File: config.mk
export PLATFORM = sky130hd
export DESIGN_NAME = core_state_timing_sequencer
export DESIGN_NICKNAME = d
export VERILOG_FILES = /design/src/logic/seq_pkg.sv /design/src/logic/core_state_timing_sequencer.sv
export VERILOG_INCLUDE_DIRS = /design/src /design/src/logic
export SDC_FILE = /design/constraint.sdc
export NUM_CORES = 1
export LEC_CHECK = 0
export ABC_AREA = 1
export BUFFER_PORTS_ARGS = -buffer_cell sky130_fd_sc_hd__buf_2
export CORE_UTILIZATION = 33
export DETAILED_ROUTE_END_ITERATION = 12
export HOLD_SLACK_MARGIN = 0.06
export PLACE_DENSITY_LB_ADDON = 0.3
export REMOVE_ABC_BUFFERS = 1
export SLEW_MARGIN = 15
export SYNTH_ARGS = -nofsm -noshare
export SYNTH_HDL_FRONTEND = slang
export SYNTH_SLANG_ARGS = --single-unit
File: constraint.sdc
create_clock -name clock_i -period 5.6 [get_ports clock_i]
set_input_delay 0.56 -clock clock_i [delete_from_list [all_inputs] [get_ports clock_i]]
set_output_delay 0.56 -clock clock_i [all_outputs]
set_load 0.005 [all_outputs]
File: src/logic/seq_defines.svh
/*
 * Timing constants for the core state sequencer.
 * Assumes inclusion by bare name from the design file; definitions only.
 */
`ifndef SEQ_DEFINES_SVH
`define SEQ_DEFINES_SVH

`define SEQ_MIN_STATES      6'h02
`define SEQ_MAX_STATES      6'h30
`define SEQ_MAX_INSTR_BYTES 3'h6
`define SEQ_MAX_SHORT_BYTES 3'h4
`define SEQ_MAX_FIELD_BYTES 2'h3
`define SEQ_EXT_FETCH_EXTRA 2'h1
`define SEQ_IRQ_CYCLES      5'h0e
`define SEQ_IRQ_CYCLES_EXT  5'h11
`define SEQ_IRQ_CLEAR_CYCLE 5'h03

`endif

File: src/logic/seq_pkg.sv
/*
 * Types for the core state sequencer.
 * Assumes seq_defines.svh supplies the numeric constants.
 */
`default_nettype none

package seq_pkg;

    // --------------------------------------------------------------
    // Instruction descriptor handed in by the decoder front end
    // --------------------------------------------------------------
    typedef struct packed {
        logic       prefixed;     // prefixed_instruction when set
        logic [1:0] addr_bytes;   // Address field length (prefixed)
        logic [1:0] op_bytes;     // Operation field length (prefixed)
        logic [2:0] short_bytes;  // Length of a short_form_instruction
        logic       assigned;     // Code area holds an instruction
        logic [5:0] exec_states;  // Execution states after fetch
    } instr_desc_s;

    typedef enum logic [2:0] {
        IDLE,
        FETCH,
        FETCH_WAIT,
        EXECUTE,
        IRQ_ENTRY,
        TRAP
    } seq_state_e;

endpackage : seq_pkg

`default_nettype wire

File: src/logic/core_state_timing_sequencer.sv
/*
 * Core state timing sequencer: doubles the oscillator rate into the
 * master state clock, sequences fetch/execute in whole states, adds
 * external fetch states, and runs the interrupt entry sequence.
 * Assumes a decoder front end supplies one descriptor per instruction
 * and that the oscillator input is synchronous to clock_i, slower than
 * a quarter of it.
 */
// Operation
// RULE1: Master clock is oscillator frequency doubled
// RULE2: One master clock equals one state
// RULE3: Instruction takes 2 to 48 states
// RULE4: Instructions are one to six bytes
// RULE5: Short-form instructions are one to four bytes
// RULE6: Prefixed: 1-3 address plus 1-3 operation bytes
// RULE7: Trap on unassigned or invalid codes
// RULE8: External fetch adds one state per byte
// RULE9: External fetch adds 0-3 wait states
// RULE10: Interrupt entry lasts 14 cycles
// RULE11: Extended 128K space makes entry 17 cycles
// RULE12: Request flag cleared in third entry cycle
// RULE13: Handler fetch waits for entry to finish
`timescale 1ns/1ns
`default_nettype none
`include "seq_defines.svh"

module core_state_timing_sequencer (
    input  wire logic               clock_i,
    input  wire logic               reset_i,
    input  wire logic               enable_i,
    input  wire logic               osc_i,
    input  wire logic               external_program_select_pin_n_i,
    input  wire logic [1:0]         program_fetch_wait_setting_i,
    input  wire logic               extended_space_i,
    input  wire logic               irq_request_i,
    input  wire logic               instr_valid_i,
    input  wire seq_pkg::instr_desc_s instr_i,
    output logic                    master_clock_o,
    output logic                    state_tick_o,
    output logic                    instr_take_o,
    output logic                    fetch_active_o,
    output logic                    instr_done_o,
    output logic                    opcode_trap_o,
    output logic                    irq_clear_o,
    output logic                    irq_entry_o,
    output logic                    handler_start_o,
    output logic [5:0]              state_count_o
);

    // ----------------------------------------------------------------
    // Helpers
    // ----------------------------------------------------------------
    function automatic logic [2:0] instr_length(input seq_pkg::instr_desc_s d);
        instr_length = d.prefixed ? ({1'b0, d.addr_bytes} + {1'b0, d.op_bytes})
                                  : d.short_bytes;
    endfunction : instr_length

    function automatic logic desc_legal(input seq_pkg::instr_desc_s d);
        logic short_ok;
        logic pre_ok;
        short_ok = (d.short_bytes != 3'h0) && (d.short_bytes <= `SEQ_MAX_SHORT_BYTES); // [RULE5]
        pre_ok   = (d.addr_bytes != 2'h0) && (d.addr_bytes <= `SEQ_MAX_FIELD_BYTES)
                && (d.op_bytes != 2'h0) && (d.op_bytes <= `SEQ_MAX_FIELD_BYTES);      // [RULE6]
        desc_legal = d.assigned
                  && (d.prefixed ? pre_ok : short_ok)
                  && (instr_length(d) <= `SEQ_MAX_INSTR_BYTES)                        // [RULE4]
                  && (d.exec_states >= `SEQ_MIN_STATES)
                  && (d.exec_states <= `SEQ_MAX_STATES);                              // [RULE3]
    endfunction : desc_legal

    // ----------------------------------------------------------------
    // Master clock: one state per half oscillator period
    // ----------------------------------------------------------------
    // Both oscillator edges give a state, so states come at twice its rate
    logic osc_meta;
    logic osc_sync;
    logic osc_last;
    logic ext_meta;
    logic ext_sync;
    logic next_master_clock;
    logic tick;

    always_comb
    begin
        tick              = osc_sync ^ osc_last;  // [RULE1]
        next_master_clock = tick;  // [RULE1]
    end

    always_ff @(posedge clock_i)
    begin
        if (reset_i)
        begin
            osc_meta     <= 1'b0;
            osc_sync     <= 1'b0;
            osc_last     <= 1'b0;
            ext_meta     <= 1'b1;
            ext_sync     <= 1'b1;
        end
        else if (enable_i)
        begin
            osc_meta     <= osc_i;
            osc_sync     <= osc_meta;
            osc_last     <= osc_sync;
            ext_meta     <= external_program_select_pin_n_i;
            ext_sync     <= ext_meta;
        end
    end

    // ----------------------------------------------------------------
    // Sequencer
    // ----------------------------------------------------------------
    seq_pkg::seq_state_e state;
    seq_pkg::seq_state_e next_state;
    logic [5:0] count;
    logic [5:0] next_count;
    logic [2:0] bytes_left;
    logic [2:0] next_bytes_left;
    logic [1:0] wait_left;
    logic [1:0] next_wait_left;
    logic [5:0] exec_len;
    logic [5:0] next_exec_len;
    logic [5:0] states_used;
    logic [5:0] next_states_used;
    logic       external;
    logic       take;
    logic       done;
    logic       trap;
    logic       clr;
    logic       entry;
    logic       start;
    logic [4:0] irq_len;

    always_comb
    begin
        external         = ~ext_sync;
        irq_len          = extended_space_i ? `SEQ_IRQ_CYCLES_EXT : `SEQ_IRQ_CYCLES; // [RULE10] [RULE11]
        next_state       = state;
        next_count       = count;
        next_bytes_left  = bytes_left;
        next_wait_left   = wait_left;
        next_exec_len    = exec_len;
        next_states_used = states_used;
        take             = 1'b0;
        done             = 1'b0;
        trap             = 1'b0;
        clr              = 1'b0;
        entry            = 1'b0;
        start            = 1'b0;
        if (tick)  // [RULE2]
        begin
            unique case (state)
                seq_pkg::IDLE:
                begin
                    if (irq_request_i)
                    begin
                        next_state = seq_pkg::IRQ_ENTRY;
                        next_count = 6'h01;
                        entry      = 1'b1;
                    end
                    else if (instr_valid_i)
                    begin
                        take = 1'b1;
                        if (!desc_legal(instr_i))
                        begin
                            next_state = seq_pkg::TRAP;  // [RULE7]
                            trap       = 1'b1;
                        end
                        else
                        begin
                            next_bytes_left  = instr_length(instr_i);
                            next_exec_len    = instr_i.exec_states;
                            next_states_used = 6'h00;
                            next_state       = seq_pkg::FETCH;
                        end
                    end
                end
                seq_pkg::FETCH:
                begin
                    if (external)
                    begin
                        next_wait_left = program_fetch_wait_setting_i;  // [RULE9]
                        next_state     = seq_pkg::FETCH_WAIT;           // [RULE8]
                    end
                    else if (bytes_left == 3'h1)
                    begin
                        next_state = seq_pkg::EXECUTE;
                        next_count = 6'h01;
                    end
                    next_bytes_left = bytes_left - 3'h1;
                end
                seq_pkg::FETCH_WAIT:
                begin
                    // Programmed waits spent here first, then the fixed extra state
                    if (wait_left != 2'h0)
                    begin
                        next_wait_left = wait_left - 2'h1;  // [RULE9]
                    end
                    else if (bytes_left == 3'h0)
                    begin
                        next_state = seq_pkg::EXECUTE;
                        next_count = 6'h01;
                    end
                    else
                    begin
                        next_state = seq_pkg::FETCH;
                    end
                end
                seq_pkg::EXECUTE:
                begin
                    // Fetch states stall the core but are not counted as work
                    if (count >= exec_len)  // [RULE3]
                    begin
                        next_state = seq_pkg::IDLE;
                        done       = 1'b1;
                    end
                    else
                    begin
                        next_count = count + 6'h01;
                    end
                    next_states_used = count;
                end
                seq_pkg::IRQ_ENTRY:
                begin
                    clr = (count[4:0] == `SEQ_IRQ_CLEAR_CYCLE);  // [RULE12]
                    if (count[4:0] == irq_len)
                    begin
                        next_state = seq_pkg::IDLE;  // [RULE13]
                        start      = 1'b1;
                    end
                    else
                    begin
                        next_count = count + 6'h01;
                    end
                end
                seq_pkg::TRAP:
                begin
                    // Held until reset: only reset_i leaves the trap state
                    trap = 1'b1;
                end
                default:
                begin
                    next_state = seq_pkg::TRAP;
                end
            endcase
        end
    end

    always_ff @(posedge clock_i)
    begin
        if (reset_i)
        begin
            state           <= seq_pkg::IDLE;
            count           <= 6'h00;
            bytes_left      <= 3'h0;
            wait_left       <= 2'h0;
            exec_len        <= 6'h00;
            states_used     <= 6'h00;
            master_clock_o  <= 1'b0;
            state_tick_o    <= 1'b0;
            instr_take_o    <= 1'b0;
            fetch_active_o  <= 1'b0;
            instr_done_o    <= 1'b0;
            opcode_trap_o   <= 1'b0;
            irq_clear_o     <= 1'b0;
            irq_entry_o     <= 1'b0;
            handler_start_o <= 1'b0;
            state_count_o   <= 6'h00;
        end
        else if (enable_i)
        begin
            state           <= next_state;
            count           <= next_count;
            bytes_left      <= next_bytes_left;
            wait_left       <= next_wait_left;
            exec_len        <= next_exec_len;
            states_used     <= next_states_used;
            master_clock_o  <= next_master_clock;
            state_tick_o    <= tick;
            instr_take_o    <= take;
            fetch_active_o  <= (next_state == seq_pkg::FETCH)
                            || (next_state == seq_pkg::FETCH_WAIT);
            instr_done_o    <= done;
            opcode_trap_o   <= trap || (next_state == seq_pkg::TRAP);
            irq_clear_o     <= clr;
            irq_entry_o     <= entry || start || (next_state == seq_pkg::IRQ_ENTRY);
            handler_start_o <= start;
            state_count_o   <= next_states_used;
        end
    end

endmodule : core_state_timing_sequencer

`default_nettype wire

==> impl_results.md <==
* Cells on worst reg2reg path at 10
* Post-CTS setup buffers at 0
* GRT overflow at 0
* Least-Margin Pin Slew at 0.500 ns
* Fmax at 438 MHz
* Fillers at 768
* Peak VDD IR at 0.0967 mV
* H-tree depth at 2
* Post-synth top cells: nand2_1, inv_1, nor2_1
* CTS tree: built
* PD cells at 229 nW/um^2
* Largest net degree at the start of global routing at 26
* N_diodes at 0
* # port buffers at 39
* Nets at 431
* TritonCTS Sinks at 39
* Yosys top cell by area: dfxtp_1
* Final WL at 5370 um
* IO Pins at 40
* Setup TNS Final at 0 ns
* Clock transition at path regs at 0.08 ns
* Post-Synthesis Cells at 357
* Clock Latency Late Sink at 0.29 ns
* DR pass1 iterations at 4
* DRT iter0 DRCs at 93
* DIE HEIGHT at 86.2 um
* CP max FO at 11
* Register area at 781 um^2
* Clock Tree Buf Depth at 2
* Detailed-route via count at 2,244
* Cell area after synthesis at 2340 um^2
* Slew HR at 66.6%
* Area of the die at 7430 um^2
* Global-route wire length before repair at 9320 um
* Skew final at 0.00680 ns
* Critical Path Source Type: primary input
* Vias per cell at 4.58
* Crit path arrival time at 2.50 ns
* Post-route ant nets at 0
* Critical path required time at 5.82 ns
* Number of global-route vias before repair at 2,107
* Unique masters post-synth at 35
* Initial antenna violation count at 0
* Setup WS post-layout at 3.32 ns
* Critical Path End Type: register
* Hold Fails Final Rpt at 0
* Top_reg_cell synth: dfxtp_1
* Post-DP HPWL at 4010 um
* Worst-path cell chain: buf_2 > ha_1 > inv_1 > fa_1 > nand2_1 > o21ai_0 > nor2_1 > nor2_1 > nand3_1 > inv_1 > nor2_4 > nand2_1 > a21oi_1
* Top-area cell type share of the netlist area at 33.4%
* Row count at 30
* Post-synthesis sequential area ratio at 33.4%
* Synth async-reset ratio at 0%
* RSZ-0062 raised after global routing: false
* Residual DRC at 0
* Top post-synthesis cells by area: dfxtp_1, nand2_1, a21oi_1, inv_1, nor2_1
* CORE AREA at 6830 um^2
* Hold buffer count at cts at 0
* Critical path class: primary input to register
* Worst hold stages at 2
* Inserted Clock Buffers at 5
* Register bit total from synthesis at 39
* Period Utilization, post-route at 40.8%
* Top-count cell post-synth: nand2_1
* Syn. warnings at 0
* Avg WL per Cell at 11.0 um
* Total track usage at 15.8%
* Place WS at 3.01 ns
* EDFF count, synth at 0
* Routability cong. at 0.818
* CP max-delay cell: fa_1
* Initial core utilization at 34.2%
* Root buffer cell: clkbuf_8
* Max-Cap Viols at 0
* Pleak at 1.30 nW
* Hold Path Class: register to register
* Final setup violation count at 0
* Die X at 86.2 um
* Area grow syn2layout at 16.5%
* Post-cts sizing count at 0
* Outcome: finished, final reports clean
* Slew Limit Fails at 0
* Critical path's largest stage delay at 0.40 ns
* Final min period at 2.28 ns
* PnR Total Power at 0.625 mW
* Mapped Avg Cell Area at 6.55 um^2
* Multi-input gate area at 1330 um^2
* Share of layout cells above drive strength 1 at 16.2%
-- registers in the layout (all words and copies together), names as in the netlist, 2 cells and up --
| name | cells |
|---|---|
| wait_left | 2 |
| exec_len | 6 |
| states_used | 6 |
| bytes_left | 3 |
| count | 6 |
| state | 3 |
-- area by class of cell --
cell class | instances | area share (%)
well taps | 96 | 4.41
repair buffers | 39 | 7.17
flip-flops and latches | 39 | 28.7
clock buffers | 6 | 3.03
inverters | 49 | 6.75
clock inverters | 2 | 1.29
multi-input cells | 259 | 48.7
-- cells in the final DEF (no fill, tap or decap), types with 3 or more instances in the layout --
| master | count |
|---|---|
| a21oi_1 | 35 |
| nand2_1 | 96 |
| nor2_1 | 41 |
| o21ai_0 | 19 |
| a211oi_1 | 3 |
| nand2_2 | 4 |
| clkbuf_8 | 6 |
| inv_1 | 45 |
| dfxtp_1 | 39 |
| nand3_1 | 20 |
| buf_2 | 39 |
| inv_2 | 4 |
| ha_1 | 12 |
-- metrics by stage --
step | cell area, um^2 | util [%] | instances | hold slack, ns
final | 2720 | 39.9 | 490 | 0.459
after global routing | 2720 | 39.9 | 490 | 0.485
after CTS | 2720 | 39.9 | 490 | 0.466
after detailed placement | 2610 | 38.2 | 482 | 0.446
after global placement | 2610 | 38.2 | 482 | 0.443
after floorplan | 2290 | - | 347 | 0.429
-- path summary, 6_finish.rpt --
path,from,end,slack [ns]
max,instr_i[10],states_used[2]$_SDFFE_PP0P_,3.32
max reg2reg,state[1]$_SDFFE_PP0P_,states_used[2]$_SDFFE_PP0P_,3.53
min,exec_len[3]$_SDFFE_PP0P_,exec_len[3]$_SDFFE_PP0P_,0.46
min reg2reg,exec_len[3]$_SDFFE_PP0P_,exec_len[3]$_SDFFE_PP0P_,0.46
-- kinds of logic after synthesis --
family	count (synthesis)	share of synthesized area [%]
buffers and inverters	59	9.90
xor gates and xnor gates	3	1.12
DFF	39	33.4
adders and majority gates	13	7.28
AOI/OAI and AO/OA	68	15.9
and+or+nand+nor	175	32.4
-- power by group --
group          internal [mW]  switching [mW]
logic                 0.0312          0.0558
clock network          0.144           0.103
registers              0.284         0.00644
-- worst max-delay path: cells and delay by family --
kind / cells / cell delay (ns)
AOI/OAI and AO/OA: 2 / 0.23
adders and majority gates: 2 / 0.58
and+or+nand+nor: 6 / 0.80
buffers and inverters: 3 / 0.32
-- per-layer routing --
layer,share of wire [%],GRT usage (%),vias to the layer above
met5,0,0,-
met4,0.61,3.18,0
met3,4.0,3.71,4
met2,51,28.9,36
met1,45,18.7,990
li1,-,-,1214
No activity file was read; power rests on OpenSTA's default activity.
